--- config.mk ---
export PLATFORM = sky130hd
export DESIGN_NAME = dufb_top
export DESIGN_NICKNAME = d
export VERILOG_FILES = /design/src/rtl/dufb_pkg.sv /design/src/rtl/dufb_frac_gen.sv /design/src/rtl/dufb_top.sv
export SDC_FILE = /design/constraint.sdc
export NUM_CORES = 1
export LEC_CHECK = 0
export BUFFER_PORTS_ARGS = -buffer_cell sky130_fd_sc_hd__buf_2
export CAP_MARGIN = 20
export CORE_ASPECT_RATIO = 2
export CORE_MARGIN = 2
export CORE_UTILIZATION = 62
export DETAILED_ROUTE_END_ITERATION = 10
export PLACE_DENSITY = 0.89
export RECOVER_POWER = 50
export SYNTH_ARGS = -nofsm -noshare
export SYNTH_HDL_FRONTEND = slang
export SYNTH_HIERARCHICAL = 1
export SYNTH_SLANG_ARGS = --single-unit
export TNS_END_PERCENT = 20
--- constraint.sdc ---
create_clock -name ref_clk -period 3.5 [get_ports ref_clk]
set_input_delay 0.175 -clock ref_clk [delete_from_list [all_inputs] [get_ports ref_clk]]
set_output_delay 0.175 -clock ref_clk [all_outputs]
set_load 0.01 [all_outputs]
--- src/rtl/dufb_pkg.sv ---
// Package for the dual serial port block with fractional rate generators.
// Assumes a single 50 MHz clock and 8-bit special function register access.
package dufb_pkg;
   // Register addresses on the special function register bus
   localparam logic [7:0] DUFB_ADDR_CTL1 = 8'hD8; // Control of port 1
   localparam logic [7:0] DUFB_ADDR_BUF1 = 8'hD9; // Data buffer of port 1
   localparam logic [7:0] DUFB_ADDR_BRGH1 = 8'hDA; // Rate high byte, port 1
   localparam logic [7:0] DUFB_ADDR_BRGL1 = 8'hDB; // Rate low byte, port 1
   localparam logic [7:0] DUFB_ADDR_BRGH0 = 8'h9A; // Rate high byte, port 0
   localparam logic [7:0] DUFB_ADDR_BRGL0 = 8'h9B; // Rate low byte, port 0
   // Reset values
   localparam logic [7:0] DUFB_RST_BYTE = 8'h00; // All registers clear at reset
   localparam logic [7:0] DUFB_RST_RD = 8'h00; // Read data when idle or unmapped
   // Field positions of the control register
   localparam int DUFB_SC_MODE_HI = 7; // Mode select, high bit
   localparam int DUFB_SC_MODE_LO = 6; // Mode select, low bit
   localparam int DUFB_SC_MPE = 5; // Multiprocessor enable
   localparam int DUFB_SC_REN = 4; // Receive enable
   localparam int DUFB_SC_TB8 = 3; // Transmit ninth bit
   localparam int DUFB_SC_RB8 = 2; // Received ninth bit
   localparam int DUFB_SC_TI = 1; // Transmit done flag
   localparam int DUFB_SC_RI = 0; // Receive done flag
   localparam int DUFB_BRG_EN_BIT = 7; // Fractional enable in the high byte
   // Operating modes
   typedef enum logic [1:0] {
      DUFB_MODE0 = 2'b00, // Shift register
      DUFB_MODE1 = 2'b01, // 8-bit asynchronous, programmed rate
      DUFB_MODE2 = 2'b10, // 9-bit asynchronous, fixed rate
      DUFB_MODE3 = 2'b11 // 9-bit asynchronous, programmed rate
   } dufb_mode_e;
   // Frame phases shared by transmitter and receiver
   typedef enum logic [2:0] {
      DUFB_IDLE = 3'b000,
      DUFB_START = 3'b001,
      DUFB_DATA = 3'b010,
      DUFB_NINTH = 3'b011,
      DUFB_STOP = 3'b100
   } dufb_phase_e;
   // Timing counts
   localparam logic [3:0] DUFB_M0_LAST = 4'hB; // Mode 0 bit time is 12 clocks
   localparam logic [3:0] DUFB_M0_HALF = 4'h6; // Shift clock rises half way
   localparam logic [3:0] DUFB_PRE_LAST = 4'hB; // Timer prescale of 12
   localparam logic [1:0] DUFB_M2_LAST_DBL = 2'h1; // Mode 2 tick at clock/2
   localparam logic [1:0] DUFB_M2_LAST_STD = 2'h3; // Mode 2 tick at clock/4
   localparam logic [3:0] DUFB_OVS_MID = 4'h7; // Oversample point of a bit
   localparam logic [3:0] DUFB_OVS_LAST = 4'hF; // 16 ticks make one bit
   localparam logic [2:0] DUFB_BIT_LAST = 3'h7; // Eighth data bit index
   localparam logic [15:0] DUFB_TMR_TOP = 16'hFFFF; // Timer overflow value
   localparam logic [15:0] DUFB_FRAC_STEP = 16'h0010; // One whole in sixteenths
   // Pin function select codes for port 0 routing
   localparam logic [1:0] DUFB_PIN_SEL_A = 2'b01;
   localparam logic [1:0] DUFB_PIN_SEL_B = 2'b10;
endpackage

--- src/rtl/dufb_frac_gen.sv ---
// Fractional rate generator: one tick per (divisor + fraction/16) clocks.
// Assumes the caller uses the tick as a 16x oversampling strobe.
`timescale 1ns/1ps
module dufb_frac_gen (
   input wire logic ref_clk,
   input wire logic nrst,
   input wire logic enable,
   input wire logic [10:0] baud_integer_divisor,
   input wire logic [3:0] baud_fraction,
   output logic tick
);
   import dufb_pkg::*;

   // Period in sixteenths of a clock, never below one whole clock
   logic [15:0] period;
   logic [15:0] eff_period;
   logic [15:0] acc; // Phase accumulator in sixteenths
   logic [15:0] acc_step; // Accumulator after this clock
   logic hit; // Accumulator passed the period
   assign period = {1'b0, baud_integer_divisor, baud_fraction};
   assign eff_period = (period < DUFB_FRAC_STEP) ? DUFB_FRAC_STEP : period;
   assign acc_step = acc + DUFB_FRAC_STEP;
   assign hit = (acc_step >= eff_period);

   // Add one whole each clock, emit a tick and wrap when the period is passed
   always_ff @(posedge ref_clk) begin
      if (!nrst || !enable) begin
         acc <= 16'h0000;
         tick <= 1'b0;
      end else if (hit) begin
         acc <= acc_step - eff_period;
         tick <= 1'b1;
      end else begin
         acc <= acc_step;
         tick <= 1'b0;
      end
   end
endmodule

--- src/rtl/dufb_top.sv ---
// Second serial port with control, data buffer and fractional rate generator,
// plus the port 0 rate generator and port 0 pin routing.
// Assumes the CPU drives single-cycle register strobes on ref_clk and that
// port 0's own serial core sits outside and uses baud0_tick.
`timescale 1ns/1ps
module dufb_top (
   input wire logic ref_clk,
   input wire logic nrst,
   input wire logic [7:0] sfr_addr,
   input wire logic [7:0] sfr_wdata,
   input wire logic sfr_wr,
   input wire logic sfr_rd,
   output logic [7:0] sfr_rdata,
   input wire logic double_rate_select,
   input wire logic [15:0] timer_reload_value,
   input wire logic rxd1_in,
   output logic rxd1_out,
   output logic rxd1_oe_n,
   output logic txd1_out,
   output logic uart1_irq,
   output logic baud0_tick,
   input wire logic [1:0] pin_func_select_b1,
   input wire logic [1:0] pin_func_select_b7,
   input wire logic uart0_txd,
   output logic uart0_rxd,
   input wire logic gpiob0_in,
   output logic gpiob1_out,
   input wire logic gpiob7_in,
   output logic gpioc0_out
);
   import dufb_pkg::*;

   // Control register fields
   dufb_mode_e mode;
   logic multiproc_enable, rx_enable, tx_ninth_bit, rx_ninth_bit;
   logic tx_done_flag, rx_done_flag;
   logic [7:0] rx_buffer; // Byte last received
   logic [7:0] brg1_hi, brg1_lo, brg0_hi, brg0_lo; // Rate settings
   // Pin synchronisers
   logic rx_s1, rx_s2, b0_s1, b0_s2, b7_s1, b7_s2;

   // Address decode of the register strobes
   wire wr_scon = sfr_wr && (sfr_addr == DUFB_ADDR_CTL1);
   wire wr_sbuf = sfr_wr && (sfr_addr == DUFB_ADDR_BUF1);
   wire wr_brgh1 = sfr_wr && (sfr_addr == DUFB_ADDR_BRGH1);
   wire wr_brgl1 = sfr_wr && (sfr_addr == DUFB_ADDR_BRGL1);
   wire wr_brgh0 = sfr_wr && (sfr_addr == DUFB_ADDR_BRGH0);
   wire wr_brgl0 = sfr_wr && (sfr_addr == DUFB_ADDR_BRGL0);
   wire frac_baud_enable = brg1_hi[DUFB_BRG_EN_BIT];
   wire frac_baud_enable_port0 = brg0_hi[DUFB_BRG_EN_BIT];
   wire is_mode0 = (mode == DUFB_MODE0);

   // Rate ticks
   logic frac_tick; // Port 1 fractional tick
   logic [1:0] m2_cnt; // Mode 2 divider
   logic [3:0] pre_cnt; // Timer prescaler
   logic [15:0] tmr_cnt; // Reload timer
   logic tmr_half; // Halves the timer rate when not doubled
   wire m2_tick = (m2_cnt == (double_rate_select ? DUFB_M2_LAST_DBL : DUFB_M2_LAST_STD));
   wire pre_tick = (pre_cnt == DUFB_PRE_LAST);
   wire tmr_ovf = pre_tick && (tmr_cnt == DUFB_TMR_TOP);
   wire tmr_tick = tmr_ovf && (double_rate_select || tmr_half);
   // Oversampling tick: fixed in mode 2, fractional or timer otherwise
   wire tick16 = (mode == DUFB_MODE2) ? m2_tick :
                 frac_baud_enable ? frac_tick : tmr_tick;

   // Fractional generator for port 1
   dufb_frac_gen u_frac1 (
      .ref_clk(ref_clk),
      .nrst(nrst),
      .enable(frac_baud_enable),
      .baud_integer_divisor({brg1_hi[6:0], brg1_lo[7:4]}),
      .baud_fraction(brg1_lo[3:0]),
      .tick(frac_tick)
   );

   // Fractional generator for port 0, same formula on its own settings
   dufb_frac_gen u_frac0 (
      .ref_clk(ref_clk),
      .nrst(nrst),
      .enable(frac_baud_enable_port0),
      .baud_integer_divisor({brg0_hi[6:0], brg0_lo[7:4]}),
      .baud_fraction(brg0_lo[3:0]),
      .tick(baud0_tick)
   );

   // Fixed and timer dividers, timer reloads on overflow
   always_ff @(posedge ref_clk) begin
      if (!nrst) begin
         m2_cnt <= 2'h0;
         pre_cnt <= 4'h0;
         tmr_cnt <= 16'h0000;
         tmr_half <= 1'b0;
      end else begin
         m2_cnt <= m2_tick ? 2'h0 : m2_cnt + 2'h1;
         pre_cnt <= pre_tick ? 4'h0 : pre_cnt + 4'h1;
         if (tmr_ovf) begin
            tmr_cnt <= timer_reload_value;
            tmr_half <= ~tmr_half;
         end else if (pre_tick) begin
            tmr_cnt <= tmr_cnt + 16'h0001;
         end
      end
   end

   // Two-flop synchronisers on every pin input
   always_ff @(posedge ref_clk) begin
      if (!nrst) begin
         {rx_s1, rx_s2, b0_s1, b0_s2, b7_s1, b7_s2} <= 6'h3F;
      end else begin
         rx_s1 <= rxd1_in;
         rx_s2 <= rx_s1;
         b0_s1 <= gpiob0_in;
         b0_s2 <= b0_s1;
         b7_s1 <= gpiob7_in;
         b7_s2 <= b7_s1;
      end
   end

   // Mode 0 shift engine
   logic m0_active, m0_is_tx;
   logic [3:0] m0_cnt; // Clock within the bit time
   logic [2:0] m0_bitn;
   logic [7:0] m0_shift;
   wire m0_bit_end = m0_active && (m0_cnt == DUFB_M0_LAST);
   wire m0_done = m0_bit_end && (m0_bitn == DUFB_BIT_LAST);
   wire m0_rx_go = is_mode0 && rx_enable && !rx_done_flag && !m0_active && !wr_sbuf;

   // Bit time of 12 clocks; transmit has priority over a receive start
   always_ff @(posedge ref_clk) begin
      if (!nrst) begin
         m0_active <= 1'b0;
         m0_is_tx <= 1'b0;
         m0_cnt <= 4'h0;
         m0_bitn <= 3'h0;
         m0_shift <= DUFB_RST_BYTE;
      end else if (is_mode0 && wr_sbuf) begin
         m0_active <= 1'b1;
         m0_is_tx <= 1'b1;
         m0_cnt <= 4'h0;
         m0_bitn <= 3'h0;
         m0_shift <= sfr_wdata;
      end else if (m0_rx_go) begin
         m0_active <= 1'b1;
         m0_is_tx <= 1'b0;
         m0_cnt <= 4'h0;
         m0_bitn <= 3'h0;
      end else if (m0_active) begin
         m0_cnt <= m0_bit_end ? 4'h0 : m0_cnt + 4'h1;
         // Receive samples the data line on the rising shift clock
         if (!m0_is_tx && (m0_cnt == DUFB_M0_HALF)) begin
            m0_shift <= {rx_s2, m0_shift[7:1]};
         end
         if (m0_bit_end) begin
            m0_bitn <= m0_bitn + 3'h1;
            if (m0_is_tx) begin
               m0_shift <= {1'b1, m0_shift[7:1]};
            end
            if (m0_done || (!m0_is_tx && !rx_enable)) begin
               m0_active <= 1'b0;
            end
         end
      end
   end

   // Asynchronous transmitter, modes 1 to 3
   dufb_phase_e tx_phase;
   logic [3:0] tx_ovs;
   logic [2:0] tx_bitn;
   logic [7:0] tx_shift;
   logic tx_nine;
   logic tx_line;
   wire tx_bit_end = (tx_phase != DUFB_IDLE) && tick16 && (tx_ovs == DUFB_OVS_LAST);
   wire tx_end = tx_bit_end && (tx_phase == DUFB_STOP);

   // Start, data LSB first, optional ninth bit, stop
   always_ff @(posedge ref_clk) begin
      if (!nrst) begin
         tx_phase <= DUFB_IDLE;
         tx_ovs <= 4'h0;
         tx_bitn <= 3'h0;
         tx_shift <= DUFB_RST_BYTE;
         tx_nine <= 1'b1;
         tx_line <= 1'b1;
      end else if (!is_mode0 && wr_sbuf) begin
         tx_phase <= DUFB_START;
         tx_ovs <= 4'h0;
         tx_bitn <= 3'h0;
         tx_shift <= sfr_wdata;
         tx_nine <= tx_ninth_bit;
         tx_line <= 1'b0;
      end else begin
         if (tick16 && (tx_phase != DUFB_IDLE)) begin
            tx_ovs <= tx_ovs + 4'h1;
         end
         if (tx_bit_end) begin
            case (tx_phase)
               DUFB_START: begin
                  tx_phase <= DUFB_DATA;
                  tx_line <= tx_shift[0];
               end
               DUFB_DATA: begin
                  tx_shift <= {1'b1, tx_shift[7:1]};
                  tx_bitn <= tx_bitn + 3'h1;
                  if (tx_bitn != DUFB_BIT_LAST) begin
                     tx_line <= tx_shift[1];
                  end else if (mode[1]) begin
                     tx_phase <= DUFB_NINTH;
                     tx_line <= tx_nine;
                  end else begin
                     tx_phase <= DUFB_STOP;
                     tx_line <= 1'b1;
                  end
               end
               DUFB_NINTH: begin
                  tx_phase <= DUFB_STOP;
                  tx_line <= 1'b1;
               end
               default: begin
                  tx_phase <= DUFB_IDLE;
                  tx_line <= 1'b1;
               end
            endcase
         end
      end
   end

   // Asynchronous receiver, modes 1 to 3
   dufb_phase_e rx_phase;
   logic [3:0] rx_ovs;
   logic [2:0] rx_bitn;
   logic [7:0] rx_shift;
   logic rx_nine, rx_samp;
   wire rx_run = rx_enable && !is_mode0;
   wire rx_bit_end = (rx_phase != DUFB_IDLE) && tick16 && (rx_ovs == DUFB_OVS_LAST);
   wire rx_end = rx_bit_end && (rx_phase == DUFB_STOP);
   // Mode 1 checks the stop bit, modes 2/3 the ninth bit
   wire rx_addr_ok = !multiproc_enable || (mode[1] ? rx_nine : rx_samp);
   wire rx_load = rx_end && rx_addr_ok && !rx_done_flag;
   wire rx_new_b8 = mode[1] ? rx_nine : rx_samp;

   // Sample each bit at its middle, act at its end
   always_ff @(posedge ref_clk) begin
      if (!nrst || !rx_run) begin
         rx_phase <= DUFB_IDLE;
         rx_ovs <= 4'h0;
         rx_bitn <= 3'h0;
         rx_shift <= DUFB_RST_BYTE;
         rx_nine <= 1'b0;
         rx_samp <= 1'b1;
      end else if (rx_phase == DUFB_IDLE) begin
         if (tick16 && !rx_s2) begin
            rx_phase <= DUFB_START;
            rx_ovs <= 4'h1;
            rx_bitn <= 3'h0;
         end
      end else if (tick16) begin
         rx_ovs <= rx_ovs + 4'h1;
         if (rx_ovs == DUFB_OVS_MID) begin
            rx_samp <= rx_s2;
            // A start bit gone high by its middle was noise
            if ((rx_phase == DUFB_START) && rx_s2) begin
               rx_phase <= DUFB_IDLE;
            end
         end
         if (rx_bit_end) begin
            case (rx_phase)
               DUFB_START: rx_phase <= DUFB_DATA;
               DUFB_DATA: begin
                  rx_shift <= {rx_samp, rx_shift[7:1]};
                  rx_bitn <= rx_bitn + 3'h1;
                  if (rx_bitn == DUFB_BIT_LAST) begin
                     rx_phase <= mode[1] ? DUFB_NINTH : DUFB_STOP;
                  end
               end
               DUFB_NINTH: begin
                  rx_nine <= rx_samp;
                  rx_phase <= DUFB_STOP;
               end
               default: rx_phase <= DUFB_IDLE;
            endcase
         end
      end
   end

   // Next values of the done flags: a hardware set wins over a clear
   wire set_ti = tx_end || (m0_done && m0_is_tx);
   wire set_ri = rx_load || (m0_done && !m0_is_tx);
   wire next_ti = set_ti || (wr_scon ? sfr_wdata[DUFB_SC_TI] : tx_done_flag);
   wire next_ri = set_ri || (wr_scon ? sfr_wdata[DUFB_SC_RI] : rx_done_flag);

   // Control, buffer and rate registers
   always_ff @(posedge ref_clk) begin
      if (!nrst) begin
         mode <= DUFB_MODE0;
         {multiproc_enable, rx_enable, tx_ninth_bit, rx_ninth_bit} <= 4'h0;
         tx_done_flag <= 1'b0;
         rx_done_flag <= 1'b0;
         rx_buffer <= DUFB_RST_BYTE;
         brg1_hi <= DUFB_RST_BYTE;
         brg1_lo <= DUFB_RST_BYTE;
         brg0_hi <= DUFB_RST_BYTE;
         brg0_lo <= DUFB_RST_BYTE;
      end else begin
         tx_done_flag <= next_ti;
         rx_done_flag <= next_ri;
         if (wr_scon) begin
            mode <= dufb_mode_e'(sfr_wdata[DUFB_SC_MODE_HI:DUFB_SC_MODE_LO]);
            multiproc_enable <= sfr_wdata[DUFB_SC_MPE];
            rx_enable <= sfr_wdata[DUFB_SC_REN];
            tx_ninth_bit <= sfr_wdata[DUFB_SC_TB8];
            rx_ninth_bit <= sfr_wdata[DUFB_SC_RB8];
         end
         // Received byte and ninth bit land together with the flag
         if (rx_load) begin
            rx_buffer <= rx_shift;
            rx_ninth_bit <= rx_new_b8;
         end else if (m0_done && !m0_is_tx) begin
            rx_buffer <= m0_shift;
         end
         if (wr_brgh1) brg1_hi <= sfr_wdata;
         if (wr_brgl1) brg1_lo <= sfr_wdata;
         if (wr_brgh0) brg0_hi <= sfr_wdata;
         if (wr_brgl0) brg0_lo <= sfr_wdata;
      end
   end

   // Read selection; the data buffer returns the received byte
   wire [7:0] scon_rd = {mode, multiproc_enable, rx_enable, tx_ninth_bit,
                         rx_ninth_bit, tx_done_flag, rx_done_flag};
   wire [7:0] rd_mux = (sfr_addr == DUFB_ADDR_CTL1) ? scon_rd :
                       (sfr_addr == DUFB_ADDR_BUF1) ? rx_buffer :
                       (sfr_addr == DUFB_ADDR_BRGH1) ? brg1_hi :
                       (sfr_addr == DUFB_ADDR_BRGL1) ? brg1_lo :
                       (sfr_addr == DUFB_ADDR_BRGH0) ? brg0_hi :
                       (sfr_addr == DUFB_ADDR_BRGL0) ? brg0_lo : DUFB_RST_RD;

   // Pin drive: mode 0 puts the shift clock on tx and data on rx
   wire m0_tx_drive = m0_active && m0_is_tx;
   wire next_txd1 = m0_active ? (m0_cnt >= DUFB_M0_HALF) :
                    (is_mode0 || tx_line);
   wire next_rxd1 = m0_tx_drive ? m0_shift[0] : 1'b1;
   wire sel_a = (pin_func_select_b1 == DUFB_PIN_SEL_A);
   wire sel_b = (pin_func_select_b7 == DUFB_PIN_SEL_B);

   // Registered outputs
   always_ff @(posedge ref_clk) begin
      if (!nrst) begin
         sfr_rdata <= DUFB_RST_RD;
         txd1_out <= 1'b1;
         rxd1_out <= 1'b1;
         rxd1_oe_n <= 1'b1;
         uart1_irq <= 1'b0;
         uart0_rxd <= 1'b1;
         gpiob1_out <= 1'b1;
         gpioc0_out <= 1'b1;
      end else begin
         sfr_rdata <= sfr_rd ? rd_mux : DUFB_RST_RD;
         txd1_out <= next_txd1;
         rxd1_out <= next_rxd1;
         rxd1_oe_n <= !m0_tx_drive;
         uart1_irq <= next_ti || next_ri;
         // Port 0 routing, pair A wins when both are selected
         uart0_rxd <= sel_a ? b0_s2 : (sel_b ? b7_s2 : 1'b1);
         gpiob1_out <= sel_a ? uart0_txd : 1'b1;
         gpioc0_out <= (sel_b && !sel_a) ? uart0_txd : 1'b1;
      end
   end
endmodule

==> impl_metrics.json <==
{
  "status": "finished with violations",
  "violations": "capacitance limit, slew limit",
  "final-setup-viol-count": 0,
  "maxSlewHeadroom_pct": -46.0,
  "rr_startpoint": "brg1_hi[2]",
  "fill_cells": 1266,
  "synth_edf_count": 0,
  "final_antenna_net_count": 0,
  "drt-total-wl_mm": 29.1,
  "cts_max_path_buffers": 2,
  "io_pins": 61,
  "placementRows": 66,
  "rsz0062_at_grt": "yes",
  "clkTransAtPathRegs_ps": 70,
  "async_reset_ff_share_pct": 0,
  "cts_setup_buffers": 0,
  "place.gp.congestion": 0.967,
  "critPathSlowestCell": "nor4_1",
  "syn-instance-count": 1207,
  "clkLatencyLatePin_ps": 440,
  "fin_crit_ps": 3370,
  "netlist_area_um2": 10300,
  "syn-num-nets": 1298,
  "hpwl_mm": 21.2,
  "synth_commonest_cells": "dfxtp_1 (183), nor2_1 (135), nand2_1 (109)",
  "maxCapViolations": 3,
  "reg_top3": "tmr_cnt (16), u_frac0/acc (16), u_frac1/acc (16)",
  "start_util_pct": 63.6,
  "worstHoldStart": "timer_reload_value[4]",
  "drive_gt1_share_pct": 11.1,
  "dp_slack_ps": 140,
  "tightest_slew_ps": 2170,
  "startpoint": "brg1_hi[2]",
  "ff2ff_setup_slack_ps": 130,
  "period_share_pct": 96.3,
  "fin_area_um2": 11300,
  "antenna_found_initial": 0,
  "gr-usage-all-layers_pct": 33.0,
  "synthFlopType": "dfxtp_1",
  "holdWs_ps": 6.55,
  "fin_nets": 1345,
  "hold_end": "tmr_cnt[4]",
  "yosysMostFrequentCell": "dfxtp_1",
  "cts_tree": "built",
  "hold_path_depth": 3,
  "fin_skew_ps": 8.57,
  "grt_max_degree": 53,
  "yosys_warnings": 6,
  "synth-seq-cells": 183,
  "cts-buffers-inserted": 17,
  "syn_to_final_growth_pct": 8.79,
  "vias": 9451,
  "crit_buf_inv": 0,
  "finalHoldViolCount": 0,
  "postLayoutSetupSlackWorst_ps": 130,
  "p_leak_nw": 4.18,
  "grt_overflow_total": 0,
  "ys_types": 83,
  "slowest_delay_ps": 430,
  "cp.arrival_ps": 3740,
  "synth_top_cell_by_area": "dfxtp_1",
  "grt_pass1_wl_mm": 45.8,
  "cp.required_ps": 3870,
  "core-area_um2": 16300,
  "cp_top_family": "simple AND/OR/NAND/NOR gates",
  "cp_max_fo": 4,
  "hp-class": "in2reg",
  "layoutNonFillerInstCount": 1470,
  "reg2reg_depth": 12,
  "drc_errors": 0,
  "n_antenna_cell": 0,
  "grt_pass1_vias": 9382,
  "dp.cells": 1435,
  "root_buffer": "clkbuf_16",
  "peakVddDrop_mv": 0.364,
  "path_cells": "nor4_1, nand3_1, and2_1, ha_1, fa_1, nand2b_1, a211oi_2, nor2_2, o31ai_4, a211oi_4, or3b_1, a21oi_1",
  "power.density_nw_per_um2": 358,
  "drtIter0Drc": 632,
  "io_buffers": 60,
  "r2r_end": "u_frac1/acc[13]",
  "first_pass_iters": 7,
  "synth_top_area_share_pct": 35.4,
  "synth.top_cells.by_area": "dfxtp_1 (35%), mux2i_1 (8.6%), ha_1 (5.3%), nor2_1 (4.9%), a21oi_1 (4.2%)",
  "placed_area_um2": 10800,
  "ys_seq_area_share_pct": 35.4,
  "fmax_ghz": 0.297,
  "finalMaxSlewViolations": 27,
  "fp.dieH_um": 187,
  "htree_levels": 4,
  "die_area_um2": 17800,
  "vias_per_cell": 6.43,
  "avgSynthCellArea_um2": 8.57,
  "power_mw": 4.03,
  "clock-sinks": 183,
  "critical_path_class": "reg2reg",
  "wl_per_cell_um": 19.8,
  "end_kind": "flip-flop",
  "start_kind": "flip-flop",
  "die-width_um": 95.4
}
worst reg2reg max path, stage by stage (launching register included):
cell      delay, ps
dfxtp_1         350
nor4_1          430
nand3_1         230
and2_1          220
ha_1            200
fa_1            410
nand2b_1        220
a211oi_2        240
nor2_2           80
o31ai_4         260
a211oi_4        120
or3b_1          390
a21oi_1         140
routing by layer:
layer,share of wire (%),global-route usage (%),vias to the layer above
met3,4.8,5.41,159
li1,-,-,4440
met2,53,58.8,388
met1,34,32.6,4464
met5,0,0,-
met4,8.3,25.1,0
cells by family after synthesis:
logic type,Yosys count,synth area share [%]
buf+inv,96,4.10
mux,100,10.0
xor+xnor,44,3.87
compound gates,278,17.4
flops,183,35.4
fa+ha+maj,46,5.71
simple gates,460,23.5
timing repair:
| action | 4_1_cts | 5_1_grt |
|---|---|---|
| endpoints found under the hold margin | 5 | 0 |
| gates resized for setup | 0 | 5 |
| hold buffers | 4 | 0 |
| endpoints found under the setup margin | 0 | 28 |
cell type report:
cell class / instances / area (µm²) / share of cell area, %
clock buffers: 21 / 460 / 4.09
clock inverters: 10 / 73.8 / 0.656
inverters: 43 / 163 / 1.44
multi-input cells: 928 / 6200 / 55.0
flip-flops and latches: 183 / 3660 / 32.5
well taps: 204 / 255 / 2.27
repair buffers: 81 / 448 / 3.98
per-stage QoR:
stage | utilization (%) | TNS (ps)
detailed placement | 66.4 | 0
floorplan | - | 0
finish | 69.2 | 0
global route | 69.2 | -16.9
global placement | 66.4 | 0
CTS | 69.9 | 0
layout by cell type, fill, tap and decap left out, types with 24 or more instances in the layout:
cell type,Yosys,routed
a21oi_1,87,86
buf_2,10,43
dfxtp_1,183,183
ha_1,44,44
inv_1,40,40
mux2i_1,89,89
nand2_1,109,110
nand3_1,41,41
nor2_1,135,135
nor3_1,37,39
o21ai_0,53,53
xnor2_1,24,24
power breakdown:
| part | switching [mW] | internal, mW |
|---|---|---|
| Combinational | 0.0982 | 0.0523 |
| Sequential | 0.00810 | 2.09 |
| Clock | 0.834 | 0.945 |
worst max path at each step:
stage / end / cells past startpoint
4_1_cts: u_frac1/acc[6] / 13
2_1_floorplan: u_frac1/acc[11] / 14
3_3_place_gp: u_frac1/acc[13] / 12
6_report: u_frac1/acc[13] / 12
3_5_place_dp: u_frac1/acc[6] / 13
5_1_grt: u_frac0/acc[14] / 14
Note: power is estimated with default switching activity, not from simulation.
